<file path="config.mk">
export PLATFORM = sky130hd
export DESIGN_NAME = fsc_top
export DESIGN_NICKNAME = d
export VERILOG_FILES = /design/src/rtl/fsc_fail_detect.v /design/src/rtl/fsc_hiccup_timer.v /design/src/rtl/fsc_top.v
export VERILOG_INCLUDE_DIRS = /design/src /design/src/rtl
export SDC_FILE = /design/constraint.sdc
export NUM_CORES = 1
export LEC_CHECK = 0
export BUFFER_PORTS_ARGS = -buffer_cell sky130_fd_sc_hd__buf_2
export CAP_MARGIN = 40
export CORE_UTILIZATION = 28
export CTS_CLUSTER_DIAMETER = 120
export DETAILED_ROUTE_END_ITERATION = 7
export PLACE_DENSITY = 0.45
export SETUP_SLACK_MARGIN = 0.05
export SLEW_MARGIN = 15
export SYNTH_ARGS = -nofsm -noshare
export SYNTH_HDL_FRONTEND = slang
export SYNTH_SLANG_ARGS = --single-unit
</file>
<file path="constraint.sdc">
create_clock -name pclk -period 2.6 [get_ports pclk]
set_input_delay 0.52 -clock pclk [delete_from_list [all_inputs] [get_ports pclk]]
set_output_delay 0.52 -clock pclk [all_outputs]
set_load 0.02 [all_outputs]
</file>
<file path="src/rtl/fsc_regs.vh">
// Register offsets, field positions, reset values and timing counts of the fault signalling block.
`ifndef FSC_REGS_VH
`define FSC_REGS_VH

`define FSC_OFF_CTRL 8'h00
`define FSC_OFF_STATUS 8'h04
`define FSC_OFF_MASK 8'h08
`define FSC_OFF_PINS 8'h0C

`define FSC_CTRL_HICCUP 0
`define FSC_CTRL_FORCE 1
`define FSC_CTRL_RST 2'h1

`define FSC_ST_WIDTH 6
`define FSC_ST_FAULT 0
`define FSC_ST_WARN 1
`define FSC_ST_SFAIL 2
`define FSC_ST_LINE 3
`define FSC_ST_RESTART 4
`define FSC_ST_CLEARED 5
`define FSC_STATUS_RST 6'h00
`define FSC_MASK_RST 6'h00

`define FSC_PIN_LINE 0
`define FSC_PIN_DIR 1
`define FSC_PIN_EN 2
`define FSC_PIN_CONV 3
`define FSC_PIN_LATCH 4
`define FSC_PIN_WAIT 5
`define FSC_PIN_SFAIL 6

`define FSC_CLK_MHZ 200
`define FSC_HICCUP_MS 500
`define FSC_HICCUP_CYCLES (`FSC_HICCUP_MS * 1000 * `FSC_CLK_MHZ)
`define FSC_SFAIL_CYCLES 2'h3

`endif

</file>
<file path="src/rtl/fsc_fail_detect.v">
// Serious-failure detector counting switching cycles with overcurrent in both phases.
`default_nettype none
`include "fsc_regs.vh"
module fsc_fail_detect (
  input wire pclk,
  input wire presetn,
  input wire clear,
  input wire overcurrent,
  input wire phase_on,
  input wire cycle_end,
  output reg fail_ff
);
  reg seen_on_ff;
  reg seen_off_ff;
  reg [1:0] run_ff;
  wire both;

  // Counts the cycle that is ending, including this cycle's sample.
  assign both = (seen_on_ff | (overcurrent & phase_on)) &
                (seen_off_ff | (overcurrent & ~phase_on));

  always @(posedge pclk or negedge presetn)
  begin
    if (!presetn)
    begin
      seen_on_ff <= 1'b0;
      seen_off_ff <= 1'b0;
      run_ff <= 2'h0;
      fail_ff <= 1'b0;
    end
    else if (clear)
    begin
      seen_on_ff <= 1'b0;
      seen_off_ff <= 1'b0;
      run_ff <= 2'h0;
      fail_ff <= 1'b0;
    end
    else if (cycle_end)
    begin
      seen_on_ff <= 1'b0;
      seen_off_ff <= 1'b0;
      if (!both)
      begin
        run_ff <= 2'h0;
      end
      else if (run_ff == `FSC_SFAIL_CYCLES - 2'h1)
      begin
        fail_ff <= 1'b1;
      end
      else
      begin
        run_ff <= run_ff + 2'h1;
      end
    end
    else
    begin
      if (overcurrent & phase_on)
      begin
        seen_on_ff <= 1'b1;
      end
      if (overcurrent & ~phase_on)
      begin
        seen_off_ff <= 1'b1;
      end
    end
  end
endmodule
`default_nettype wire

</file>
<file path="src/rtl/fsc_hiccup_timer.v">
// Interval timer that spaces hiccup restart attempts.
`default_nettype none
module fsc_hiccup_timer #(
  parameter [31:0] CYCLES = 32'h05F5E100
) (
  input wire pclk,
  input wire presetn,
  input wire start,
  input wire abort,
  output reg busy_ff,
  output reg done_ff
);
  reg [31:0] cnt_ff;

  always @(posedge pclk or negedge presetn)
  begin
    if (!presetn)
    begin
      cnt_ff <= 32'h00000000;
      busy_ff <= 1'b0;
      done_ff <= 1'b0;
    end
    else
    begin
      done_ff <= 1'b0;
      if (abort)
      begin
        busy_ff <= 1'b0;
        cnt_ff <= 32'h00000000;
      end
      else if (start)
      begin
        busy_ff <= 1'b1;
        cnt_ff <= 32'h00000001;
      end
      else if (busy_ff)
      begin
        if (cnt_ff >= CYCLES)
        begin
          busy_ff <= 1'b0;
          done_ff <= 1'b1;
        end
        else
        begin
          cnt_ff <= cnt_ff + 32'h00000001;
        end
      end
    end
  end
endmodule
`default_nettype wire

</file>
<file path="src/rtl/fsc_top.v">
// Fault and status signalling top: APB registers, shared fault line, hiccup and latch-off.
`default_nettype none
`include "fsc_regs.vh"
module fsc_top #(
  parameter [31:0] HICCUP_CYCLES = `FSC_HICCUP_CYCLES
) (
  input wire pclk,
  input wire presetn,
  input wire [7:0] paddr,
  input wire psel,
  input wire penable,
  input wire pwrite,
  input wire [31:0] pwdata,
  output reg [31:0] prdata,
  output reg pready,
  output reg pslverr,
  output reg irq,
  input wire device_enable,
  input wire converter_enable,
  input wire direction_select,
  input wire fault_detect,
  input wire warning_detect,
  input wire second_level_overcurrent,
  input wire negative_overcurrent,
  input wire phase_on,
  input wire cycle_end,
  input wire [5:0] pwm_in,
  input wire driver_enable_req,
  input wire shared_fault_line_in,
  output reg shared_fault_line_out,
  output reg shared_fault_line_oe,
  input wire status_change_flag_in,
  output reg status_change_flag_out,
  output reg status_change_flag_oe,
  input wire serious_failure_flag_in,
  output reg serious_failure_flag_out,
  output wire serious_failure_flag_oe,
  output reg [5:0] pwm_out,
  output reg driver_enable_out,
  output reg boost_mode,
  output reg soft_start_restart
);
  localparam [2:0] ST_SHUT = 3'h0;
  localparam [2:0] ST_IDLE = 3'h1;
  localparam [2:0] ST_RUN = 3'h2;
  localparam [2:0] ST_WAIT = 3'h3;
  localparam [2:0] ST_LATCH = 3'h4;

  reg [1:0] ctrl_ff;
  reg [5:0] status_ff;
  reg [5:0] mask_ff;
  reg [2:0] state_ff;
  reg [2:0] nxt_state;
  reg restart_req;
  reg timer_start;
  reg fault_prev_ff;
  reg warn_prev_ff;
  reg line_prev_ff;
  reg sfail_prev_ff;
  reg [5:0] nxt_status;
  reg [5:0] hw_set;
  reg [5:0] rd_clear;
  reg [31:0] rd_mux;
  reg rd_err;
  wire own_fault;
  wire setup_phase;
  wire access_done;
  wire timer_busy;
  wire timer_done;
  wire sfail;
  wire line_low;
  wire gate;

  assign own_fault = fault_detect | ctrl_ff[`FSC_CTRL_FORCE];
  assign setup_phase = psel & ~penable;
  assign access_done = psel & penable & pready;
  assign line_low = ~shared_fault_line_in;
  // The serious-failure pin is open drain and only ever pulled low.
  assign serious_failure_flag_oe = sfail;

  fsc_hiccup_timer #(
    .CYCLES(HICCUP_CYCLES)
  ) u_timer (
    .pclk(pclk),
    .presetn(presetn),
    .start(timer_start),
    .abort(~device_enable),
    .busy_ff(timer_busy),
    .done_ff(timer_done)
  );

  fsc_fail_detect u_fail (
    .pclk(pclk),
    .presetn(presetn),
    .clear(~device_enable),
    .overcurrent(second_level_overcurrent | negative_overcurrent),
    .phase_on(phase_on),
    .cycle_end(cycle_end),
    .fail_ff(sfail)
  );

  // Fault response sequencing.
  always @*
  begin
    nxt_state = state_ff;
    restart_req = 1'b0;
    timer_start = 1'b0;
    case (state_ff)
      ST_SHUT:
      begin
        if (device_enable)
        begin
          nxt_state = ST_IDLE;
        end
      end
      ST_IDLE:
      begin
        if (converter_enable)
        begin
          nxt_state = ST_RUN;
          restart_req = 1'b1;
        end
      end
      ST_RUN:
      begin
        if (own_fault)
        begin
          if (ctrl_ff[`FSC_CTRL_HICCUP])
          begin
            nxt_state = ST_WAIT;
            timer_start = 1'b1;
          end
          else
          begin
            nxt_state = ST_LATCH;
          end
        end
        else if (!converter_enable)
        begin
          nxt_state = ST_IDLE;
        end
      end
      ST_WAIT:
      begin
        if (timer_done)
        begin
          // A persisting fault sends the block straight back here from run.
          nxt_state = ST_RUN;
          restart_req = 1'b1;
        end
      end
      ST_LATCH:
      begin
        if (!converter_enable)
        begin
          nxt_state = ST_IDLE;
        end
      end
      default:
      begin
        nxt_state = ST_SHUT;
      end
    endcase
    if (!device_enable)
    begin
      nxt_state = ST_SHUT;
      restart_req = 1'b0;
      timer_start = 1'b0;
    end
  end

  // Status events; a hardware set wins over a read clear in the same cycle.
  always @*
  begin
    hw_set = 6'h00;
    hw_set[`FSC_ST_FAULT] = own_fault & ~fault_prev_ff;
    hw_set[`FSC_ST_WARN] = warning_detect & ~warn_prev_ff;
    hw_set[`FSC_ST_SFAIL] = sfail & ~sfail_prev_ff;
    hw_set[`FSC_ST_LINE] = line_low & ~line_prev_ff;
    hw_set[`FSC_ST_RESTART] = restart_req;
    hw_set[`FSC_ST_CLEARED] = ~own_fault & fault_prev_ff;
    rd_clear = 6'h00;
    if (access_done && !pwrite && paddr == `FSC_OFF_STATUS)
    begin
      // Only the bits the host was shown are cleared.
      rd_clear = prdata[5:0];
    end
    nxt_status = (status_ff & ~rd_clear) | hw_set;
    if (!device_enable)
    begin
      nxt_status = `FSC_STATUS_RST;
    end
  end

  // Read data chosen during the setup phase.
  always @*
  begin
    rd_mux = 32'h00000000;
    rd_err = 1'b0;
    case (paddr)
      `FSC_OFF_CTRL:
      begin
        rd_mux[1:0] = ctrl_ff;
      end
      `FSC_OFF_STATUS:
      begin
        rd_mux[5:0] = status_ff;
      end
      `FSC_OFF_MASK:
      begin
        rd_mux[5:0] = mask_ff;
      end
      `FSC_OFF_PINS:
      begin
        rd_mux[`FSC_PIN_LINE] = shared_fault_line_in;
        rd_mux[`FSC_PIN_DIR] = direction_select;
        rd_mux[`FSC_PIN_EN] = device_enable;
        rd_mux[`FSC_PIN_CONV] = converter_enable;
        rd_mux[`FSC_PIN_LATCH] = (state_ff == ST_LATCH);
        rd_mux[`FSC_PIN_WAIT] = timer_busy;
        rd_mux[`FSC_PIN_SFAIL] = ~serious_failure_flag_in;
      end
      default:
      begin
        rd_err = 1'b1;
      end
    endcase
  end

  // APB slave with no wait states; status flag pin level is not read.
  always @(posedge pclk or negedge presetn)
  begin
    if (!presetn)
    begin
      prdata <= 32'h00000000;
      pready <= 1'b0;
      pslverr <= 1'b0;
      ctrl_ff <= `FSC_CTRL_RST;
      mask_ff <= `FSC_MASK_RST;
    end
    else
    begin
      if (setup_phase)
      begin
        pready <= 1'b1;
        pslverr <= rd_err;
        prdata <= pwrite ? 32'h00000000 : rd_mux;
      end
      else if (access_done)
      begin
        pready <= 1'b0;
        pslverr <= 1'b0;
        if (pwrite && paddr == `FSC_OFF_CTRL)
        begin
          ctrl_ff <= pwdata[1:0];
        end
        if (pwrite && paddr == `FSC_OFF_MASK)
        begin
          mask_ff <= pwdata[5:0];
        end
      end
    end
  end

  assign gate = line_low | shared_fault_line_oe | (state_ff != ST_RUN);

  always @(posedge pclk or negedge presetn)
  begin
    if (!presetn)
    begin
      state_ff <= ST_SHUT;
      status_ff <= `FSC_STATUS_RST;
      fault_prev_ff <= 1'b0;
      warn_prev_ff <= 1'b0;
      line_prev_ff <= 1'b0;
      sfail_prev_ff <= 1'b0;
      irq <= 1'b0;
      shared_fault_line_out <= 1'b0;
      shared_fault_line_oe <= 1'b0;
      status_change_flag_out <= 1'b0;
      status_change_flag_oe <= 1'b0;
      serious_failure_flag_out <= 1'b0;
      pwm_out <= 6'h00;
      driver_enable_out <= 1'b0;
      boost_mode <= 1'b0;
      soft_start_restart <= 1'b0;
    end
    else
    begin
      state_ff <= nxt_state;
      status_ff <= nxt_status;
      fault_prev_ff <= own_fault & device_enable;
      warn_prev_ff <= warning_detect & device_enable;
      line_prev_ff <= line_low & device_enable;
      sfail_prev_ff <= sfail;
      irq <= |(nxt_status & mask_ff);
      shared_fault_line_out <= 1'b0;
      shared_fault_line_oe <= (nxt_state == ST_WAIT) | (nxt_state == ST_LATCH);
      status_change_flag_out <= 1'b0;
      status_change_flag_oe <= |nxt_status;
      serious_failure_flag_out <= 1'b0;
      pwm_out <= gate ? 6'h00 : pwm_in;
      driver_enable_out <= ~gate & driver_enable_req;
      boost_mode <= direction_select;
      soft_start_restart <= restart_req;
    end
  end
endmodule
`default_nettype wire

</file>
==> results.cfg, run 1 <==
[clocking]
cts-hold-fix-buffers = 0
htree_levels = 3
clock-root-buffer = sky130_fd_sc_hd__clkbuf_16
cts_tree = built
clk_latency_ns = 0.34
post_cts_resized = 0
cts-root-to-sink-buffers = 2
clock_sinks = 81
cts_setup_buffers = 0
total_clock_buffers_created_by_cts = 9
clk_transition_reported_paths_ns = 0.06

[sta]
slew_violations = 0
fin_hold_ws_ns = 0.151
layout_worst_path_cycle_share = 0.922
worstMarginPinSlew_ns = 0.611
worst_slew_margin_rel = 0.589
clock_period_minus_worst_slack_ns = 2.40
max_clock_freq_mhz = 417
clock-skew-final_ns = 0.00699
rsz0062_at_grt = false
totalNegativeSetupSlack_ns = 0
timing.final.setup_violations = 0
hold_viol = 0

[cells_and_area]
drive_gt1_frac = 0.211
fillerInstances = 1449
final_area_sq_um = 4870
final_net_count = 550
layoutNonFillerInstCount = 668
syn_to_final_growth_pct = 19.8
insertedDiodeCount = 0
layout_common_cells = sky130_fd_sc_hd__dfrtp_1 (80), sky130_fd_sc_hd__buf_2 (57), sky130_fd_sc_hd__nor2_1 (35), sky130_fd_sc_hd__nand2_1 (35), sky130_fd_sc_hd__conb_1 (28)
final_common_cell = sky130_fd_sc_hd__dfrtp_1

[setup_path]
critical_path_class = register to register
critical_path.max_stage_delay_ns = 0.56
critical_path.top_delay_family = simple AND/OR/NAND/NOR gates
crit_top_cell = sky130_fd_sc_hd__or4_1
worst_ep_arrival_time_ns = 2.66
cp_slowest_cell = sky130_fd_sc_hd__or4_1
worst_path_bufs_invs = 0
critical_path.max_fanout = 5
worstPathCellList = or4_1 > o2111ai_1 > nand2_1 > or4_1 > a21oi_1
setup.worst_path.start_class = register
end_kind = register
worstPathRequired_ns = 2.86
critical_path.reg2reg.startpoint = u_timer.cnt_ff[10]
worst_setup_path_startpoint = u_timer.cnt_ff[10]

[synthesis]
synth.ff_latch_count = 81
ys.warnings.count = 0
netlist_instances = 412
post_synth_instance_area_sq_um = 4060
synthAdderAreaFrac = 0.00924
synth_enable_flop_cells = 0
post_synth_xor_area_fraction = 0.0323
ys_async_sr_fraction = 1.00
seq_area_frac_synth = 0.499
post_synthesis_mux_area_share = 0.0468
dominantRegCellSynth = sky130_fd_sc_hd__dfrtp_1
synth_simple_gate_area_frac = 0.231
synth_cell_types = 55
synthesis.area_per_instance_sq_um = 9.86
combinational_family_with_the_most_area_after_synthesis = simple AND/OR/NAND/NOR gates
synth_compound_area_frac = 0.107

[die]
chipHeight_um = 122
width_of_the_die_um = 122
start_util = 0.289
core_area_sq_um = 14000
fp-row-count = 43
boundaryPins = 114
die_area_sq_um = 15000

[global_routing]
global_route_usage_sum = 0.135
number_of_global_route_vias_before_repair = 3008
globalRouteOverflowTotal = 0
grt_start_max_net_pins = 46
gr-max-usage-layer = met2
grt_use_met3 = 0.0353
grt_pass1_wl_mm = 15.3
antenna_violations_before_repair = 0
grt.met1_usage = 0.176
grt_util_met2 = 0.213

[placed_design]
dpl-instance-area_sq_um = 4560
gp_congestion = 0.787
placedCellCount = 652
buffer_ports.inserted = 58
post-dp-hpwl_mm = 6.73

[drt]
detail_route.drc_violations = 0
postRouteAntennaNets = 0
detail_route.wl_per_cell_um = 13.9
detail_route.iter0.violations = 135
drt-pass1-iter-count = 4
avgViaCountPerCell = 4.78
vias = 3194
drt_wl_total_mm = 9.27

[run_status]
outcome = complete, no violations

[hold_path]
worst_hold_path_type = input port to asynchronous set/reset pin

[run]
cap_viol_max_count = 0

[pwr]
power_density_nw_per_um2 = 590
static-leakage-power_nw = 2.33
vdd_ir_drop_max_mv = 0.540
p_total_mw = 2.87
==> cells in the mapped netlist (all sizes together) (12+ instances only) <==
master | instances | area, sq um
buf | 30 | 220
a21oi | 21 | 105
clkbuf | 12 | 45.0
and2 | 13 | 81.3
nand2 | 35 | 131
xor2 | 14 | 123
nand3 | 18 | 90.1
and3 | 16 | 100
dfrtp | 80 | 2000
mux2 | 12 | 135
o21ai | 18 | 90.1
nor2 | 35 | 131
==> final timing paths <==
kind | end | slack, ns | cells past startpoint
min in group pclk | boost_mode | 0.30 | 1
setup / recovery | u_timer.cnt_ff[14] | 0.20 | 5
hold / removal | u_timer.cnt_ff[9] | 0.15 | 1
hold reg to reg | sfail_prev_ff | 0.43 | 0
setup reg to reg | u_timer.cnt_ff[14] | 0.20 | 5
max in group asynchronous | pslverr | 1.83 | 2
==> routing by layer <==
metal | up-vias | share of wire
li1 | 1553 | -
met1 | 1543 | 0.46
met2 | 89 | 0.47
met3 | 9 | 0.053
met4 | 0 | 0.017
met5 | - | 0
==> registers in the layout, summed over array words and instances, names as in the netlist, 2 cells and up <==
signal,cells
state_ff,3
u_timer.cnt_ff,32
status_ff,6
pwm_out,6
prdata,7
ctrl_ff,2
u_fail.run_ff,2
mask_ff,6
==> per-stage QoR <==
step            util  setup slack (ns)
2_1_floorplan      -            0.0841
3_3_place_gp   0.325           -0.0549
3_5_place_dp   0.325           -0.0722
4_1_cts        0.347             0.191
5_1_grt        0.347            0.0647
6_report       0.347             0.202
==> area by class of cell <==
cell class	count	area, sq um	share of cell area
Clock buffer	10	229	0.0470
Clock inverter	6	82.6	0.0170
Inverter	9	33.8	0.00694
Multi-Input combinational cell	307	1840	0.377
Sequential cell	81	2030	0.416
Tap cell	180	225	0.0462
Timing Repair Buffer	75	433	0.0889
==> power by group <==
group	switching [mW]	internal, mW	leakage [nW]
Clock	0.508	0.836	0.152
Combinational	0.149	0.0747	1.07
Sequential	0.0188	1.28	1.11
Total	0.676	2.20	2.33
==> kinds of logic (layout without fill, tap and decap cells) <==
group                    Yosys count  count (layout)
AO/OA/AOI/OAI                     69              69
buffers and inverters             51             100
multiplexers                      15              15
adder cells (fa/ha/maj)            3               3
other                              1              28
AND/OR/NAND/NOR                  177             177
XOR/XNOR                          15              15
flip-flops                        81              81
Power figures use the tool's default switching activity.
==> inputs of run 2 (changes only) <==
Settings changed: BUFFER_PORTS_ARGS -buffer_cell sky130_fd_sc_hd__buf_2 to -buffer_cell sky130_fd_sc_hd__buf_4.
==> results.cfg, run 2 (synthesis gave the netlist of run 1 again) <==
[run_status]
outcome = complete, no violations

[drt]
avgViaCountPerCell = 4.86
detail_route.drc_violations = 0
detail_route.iter0.violations = 180
drt_wl_total_mm = 9.63
drt-pass1-iter-count = 4
detail_route.wl_per_cell_um = 14.5
vias = 3234
postRouteAntennaNets = 0

[sta]
clock_period_minus_worst_slack_ns = 2.32
worst_slew_margin_rel = 0.575
slew_violations = 0
max_clock_freq_mhz = 432
clock-skew-final_ns = 0.00778
rsz0062_at_grt = false
layout_worst_path_cycle_share = 0.891
hold_viol = 0
post_layout_worst_setup_margin_ns = 0.283
worstMarginPinSlew_ns = 0.632
timing.final.setup_violations = 0

[setup_path]
worst_path_bufs_invs = 1
end_kind = register
worstRegToRegCells = 6
critical_path.top_delay_family = simple AND/OR/NAND/NOR gates
critical_path_class = input port to register
critical_path.max_stage_delay_ns = 0.53
worst_setup_path_startpoint = paddr[1]
worst_ep_arrival_time_ns = 2.52
critical_path.max_fanout = 3
worstPathCellList = buf_4 > or4_4 > and4b_2 > nand2_1 > a31o_1 > or3_1 > or4_1
setup.reg_to_reg.worst_slack_ns = 0.33
setup.worst_path.start_class = input port
r2r_end = u_timer.cnt_ff[14]
cp_slowest_cell = sky130_fd_sc_hd__or4_4
worstPathRequired_ns = 2.81
critical_path.reg2reg.startpoint = u_timer.cnt_ff[10]

[cells_and_area]
layout_common_cells = sky130_fd_sc_hd__dfrtp_1 (80), sky130_fd_sc_hd__buf_4 (71), sky130_fd_sc_hd__nor2_1 (35), sky130_fd_sc_hd__nand2_1 (35), sky130_fd_sc_hd__conb_1 (28)
final_common_cell = sky130_fd_sc_hd__dfrtp_1
insertedDiodeCount = 0
layoutNonFillerInstCount = 665
drive_gt1_frac = 0.206
largest_register_ff_count = 32
syn_to_final_growth_pct = 22.9
top_regs = u_timer.cnt_ff (32), prdata (7)
regMostFlops = u_timer.cnt_ff
fin_util = 0.356
final_net_count = 547

[global_routing]
grt_pass1_wl_mm = 16.5
number_of_global_route_vias_before_repair = 3180
grt_start_max_net_pins = 44
antenna_violations_before_repair = 0
globalRouteOverflowTotal = 0
global_route_usage_sum = 0.144

[placed_design]
gp_congestion = 0.789
buffer_ports.inserted = 58
placedCellCount = 649
post-dp-hpwl_mm = 6.80
post-place-ws_ns = -0.0810

[clocking]
clock_sinks = 81
cts-root-to-sink-buffers = 2
total_clock_buffers_created_by_cts = 9
clk_transition_reported_paths_ns = 0.06
htree_levels = 3
clock-root-buffer = sky130_fd_sc_hd__clkbuf_16
cts_tree = built
clk_latency_ns = 0.34
cts-hold-fix-buffers = 0

[die]
chipHeight_um = 122
fp-row-count = 43
width_of_the_die_um = 122
die_area_sq_um = 15000
core_area_sq_um = 14000
boundaryPins = 114
start_util = 0.289

[pwr]
power.share.combinational = 0.085
clock_power_share = 0.462
power_density_nw_per_um2 = 576
static-leakage-power_nw = 2.35
vdd_ir_drop_max_mv = 0.358
power.switching_fraction = 0.235
intPower_mw = 2.20
power_switching_mw = 0.676
power.share.sequential = 0.453

[hold_path]
worst_hold_path_type = input port to asynchronous set/reset pin

[run]
cap_viol_max_count = 0
-- run 2: cell count changes in the layout (fill, tap and decap cells not counted) --
cell,before,now
sky130_fd_sc_hd__clkbuf_1,1,2
sky130_fd_sc_hd__bufinv_16,2,1
sky130_fd_sc_hd__nor4_1,1,0
sky130_fd_sc_hd__clkbuf_8,0,3
sky130_fd_sc_hd__clkinvlp_4,1,0
sky130_fd_sc_hd__clkinv_2,3,1
sky130_fd_sc_hd__buf_2,57,0
sky130_fd_sc_hd__buf_4,17,71
sky130_fd_sc_hd__nor4_2,0,1
-- run 2: through the flow --
stage                     total power [mW]  hold slack [ns]  setup TNS, ns  instance area [sq um]
final                                 2.88            0.153              0                   4990
after detailed placement              1.57            0.417        -0.0810                   4680
after CTS                             2.92            0.178              0                   4990
after global placement                1.57            0.434        -0.0617                   4680
after floorplan                       1.48            0.224              0                   4170
after global routing                  3.00            0.197              0                   4990
-- run 2: cell type report --
cell class	count	area, sq um
clock buffers	14	274
clock inverters	2	35.0
fillers	1418	9050
inverters	9	33.8
multi-input cells	307	1840
flip-flops and latches	81	2030
well taps	180	225
repair buffers	72	553
-- run 2: what timing repair did --
| action | CTS | global route |
|---|---|---|
| endpoints found under the hold margin | 0 | 0 |
| gates resized for setup | 0 | 1 |
| buffers inserted | 0 | 0 |
| setup endpoints to repair | 0 | 2 |
-- run 2: worst max-delay path by stage --
stage | endpoint | slack, ns | depth (start not counted)
floorplan | status_change_flag_oe | 0.08 | 6
finish | status_change_flag_oe | 0.28 | 7
global route | u_timer.cnt_ff[14] | 0.10 | 7
CTS | status_change_flag_oe | 0.28 | 7
global placement | status_change_flag_oe | -0.06 | 7
detailed placement | status_change_flag_oe | -0.08 | 7
-- run 2: power groups by stage --
| stage | logic [mW] | registers [mW] | clock network (mW) |
|---|---|---|---|
| 3_5_place_dp | 0.248 | 1.33 | 0 |
| 3_3_place_gp | 0.245 | 1.33 | 0 |
| 5_1_grt | 0.272 | 1.31 | 1.42 |
| 2_1_floorplan | 0.145 | 1.33 | 0 |
| 4_1_cts | 0.248 | 1.30 | 1.37 |
| 6_report | 0.243 | 1.30 | 1.33 |
-- run 2: layer usage --
metal	global-route usage	routed length, um	up-vias
li1	-	-	1539
met1	0.188	4490	1580
met2	0.222	4470	99
met3	0.0423	462	16
met4	0.0564	209	0
met5	0	0	-
-- run 2: worst register-to-register path, stage by stage, from the launching register on --
cell and delay, ns:
sky130_fd_sc_hd__dfrtp_1 0.41, sky130_fd_sc_hd__or4_1 0.56, sky130_fd_sc_hd__o2111ai_1 0.19, sky130_fd_sc_hd__buf_4 0.22, sky130_fd_sc_hd__nand2_1 0.14, sky130_fd_sc_hd__or4_1 0.51
sky130_fd_sc_hd__a21oi_1 0.15
==> inputs of run 3 (changes only) <==
Settings changed: ABC_AREA from default to 1, PLACE_DENSITY 0.45 to 0.44.
==> results.cfg, run 3 <==
[run_status]
outcome = complete, no violations

[cells_and_area]
top_regs = u_timer.cnt_ff (32), prdata (7)
layout_common_cells = sky130_fd_sc_hd__nand2_1 (198), sky130_fd_sc_hd__nor2_1 (86), sky130_fd_sc_hd__dfrtp_1 (80), sky130_fd_sc_hd__inv_1 (75), sky130_fd_sc_hd__buf_4 (66)
insertedDiodeCount = 0
largest_register_ff_count = 32
final_common_cell = sky130_fd_sc_hd__nand2_1
drive_gt1_frac = 0.152
final_net_count = 772
fin_util = 0.346
regMostFlops = u_timer.cnt_ff
syn_to_final_growth_pct = 19.1

[die]
width_of_the_die_um = 131
boundaryPins = 114
start_util = 0.291
fp-row-count = 46
chipHeight_um = 131
die_area_sq_um = 17200
core_area_sq_um = 16100

[sta]
worstMarginPinSlew_ns = 0.546
post_layout_worst_setup_margin_ns = 0.583
layout_worst_path_cycle_share = 0.776
slew_violations = 0
clock-skew-final_ns = 0.0118
fin_hold_ws_ns = 0.146
clock_period_minus_worst_slack_ns = 2.02
max_clock_freq_mhz = 496
worst_slew_margin_rel = 0.636
timing.final.setup_violations = 0
totalNegativeSetupSlack_ns = 0
hold_viol = 0
rsz0062_at_grt = false

[clocking]
htree_levels = 3
total_clock_buffers_created_by_cts = 9
post_cts_resized = 0
clk_latency_ns = 0.34
clock_sinks = 81
clock-root-buffer = sky130_fd_sc_hd__clkbuf_16
clk_transition_reported_paths_ns = 0.07
cts_tree = built
cts-root-to-sink-buffers = 2
cts-hold-fix-buffers = 0
cts_setup_buffers = 0

[synthesis]
post-synth-top-area-fraction = 0.429
seq_area_frac_synth = 0.434
synthesis.area_per_instance_sq_um = 7.27
synth.top_cells.by_area = sky130_fd_sc_hd__dfrtp_1 (43%), sky130_fd_sc_hd__nand2_1 (16%), sky130_fd_sc_hd__nor2_1 (6.9%)
netlist_instances = 642
ys.warnings.count = 0
post_synth_most_frequent_cells = sky130_fd_sc_hd__nand2_1 (198), sky130_fd_sc_hd__nor2_1 (86), sky130_fd_sc_hd__dfrtp_1 (80)
netlist.top_cell.by_area = sky130_fd_sc_hd__dfrtp_1
post_synth_instance_area_sq_um = 4670
synth_enable_flop_cells = 0
synth_cell_types = 40
synth_most_common_cell = sky130_fd_sc_hd__nand2_1
synth.ff_latch_count = 81
dominantRegCellSynth = sky130_fd_sc_hd__dfrtp_1
ys_async_sr_fraction = 1.00

[setup_path]
critical_path.max_stage_delay_ns = 0.46
setup.reg_to_reg.worst_slack_ns = 0.58
cp_slowest_cell = sky130_fd_sc_hd__dfrtp_1
critical_path_class = register to register
worst_ep_arrival_time_ns = 2.23
worstPathRequired_ns = 2.82
r2r_end = u_timer.cnt_ff[16]
critical_path.reg2reg.startpoint = u_timer.cnt_ff[0]
worstPathCellList = ha_1 > nand2_1 > nor2_1 > nand2_1 > inv_1 > nand4_1 > nand3_1 > nor2_1 > nand2_1 > o21ai_1
end_kind = register
critical_path.max_fanout = 7
worstRegToRegCells = 10
crit_top_cell = sky130_fd_sc_hd__nand2_1
setup.worst_path.start_class = register
worst_setup_path_startpoint = u_timer.cnt_ff[0]
worst_path_bufs_invs = 1
critical_path.top_delay_family = simple AND/OR/NAND/NOR gates

[drt]
avgViaCountPerCell = 4.37
drt_wl_total_mm = 12.1
postRouteAntennaNets = 0
detail_route.iter0.violations = 126
detail_route.wl_per_cell_um = 13.0
drt-pass1-iter-count = 4
vias = 4050
detail_route.drc_violations = 0

[global_routing]
grt_start_max_net_pins = 41
globalRouteOverflowTotal = 0
global_route_usage_sum = 0.150
antenna_violations_before_repair = 0
grt_pass1_wl_mm = 20.6
number_of_global_route_vias_before_repair = 4090

[hold_path]
worst_hold_path_type = input port to asynchronous set/reset pin

[run]
cap_viol_max_count = 0

[pwr]
static-leakage-power_nw = 2.81
power_density_nw_per_um2 = 520
vdd_ir_drop_max_mv = 0.270

[placed_design]
post-place-ws_ns = 0.521
post-dp-hpwl_mm = 9.12
gp_congestion = 0.840
buffer_ports.inserted = 58
[run 3: cell count changes after synthesis, sizes merged, moves of 8 or more]
cell / delta
nand4: +12
and2: -13
nor2: +57
buf: +9
a21oi: -10
inv: +71
mux2: -8
nand3: +28
nand2: +166
clkbuf: -10
nor2b: -9
and3: -16
[run 3: worst max path at each step]
| stage | slack [ns] | end | cells after the start |
|---|---|---|---|
| finish | 0.58 | u_timer.cnt_ff[16] | 10 |
| CTS | 0.56 | u_timer.cnt_ff[16] | 10 |
| global route | 0.39 | u_timer.cnt_ff[16] | 9 |
| detailed placement | 0.52 | irq | 12 |
| floorplan | 1.04 | prdata[4] | 7 |
| global placement | 0.49 | irq | 12 |
[run 3: per-stage QoR]
stage,area [sq um],total power [mW],std cells
2_1_floorplan,4770,1.51,669
3_3_place_gp,5250,1.60,910
3_5_place_dp,5250,1.60,910
4_1_cts,5560,2.94,926
5_1_grt,5560,3.02,926
6_report,5560,2.89,926
[run 3: kinds of logic after synthesis]
kind of cell / count (synthesis) / synth area share
flops: 81 / 0.434
other cells: 1 / 0.000803
simple gates: 373 / 0.343
fa+ha+maj: 3 / 0.00804
compound gates: 49 / 0.0603
buf+inv: 121 / 0.125
mux: 4 / 0.00965
xor+xnor: 10 / 0.0188
[run 3: power breakdown]
group / internal [mW] / leakage (nW) / switching [mW]
Clock: 0.776 / 0.142 / 0.538
Sequential: 1.29 / 1.10 / 0.0168
Combinational: 0.0865 / 1.56 / 0.184
Total: 2.15 / 2.81 / 0.738
[run 3: final cells by class]
type	instances	area, sq um
tap	216	270
sequential	81	2030
inverter	80	303
timing repair buffer	66	495
multi-input combinational	467	2160
fill	1735	10500
clock buffer	11	243
clock inverter	5	62.6
[run 3: routing by layer]
layer  track usage  vias to the layer above  share of wire
li1              -                     2091              -
met1         0.193                     1855           0.48
met2         0.242                       88           0.47
met3        0.0378                       16          0.039
met4        0.0510                        0          0.014
met5             0                        -              0
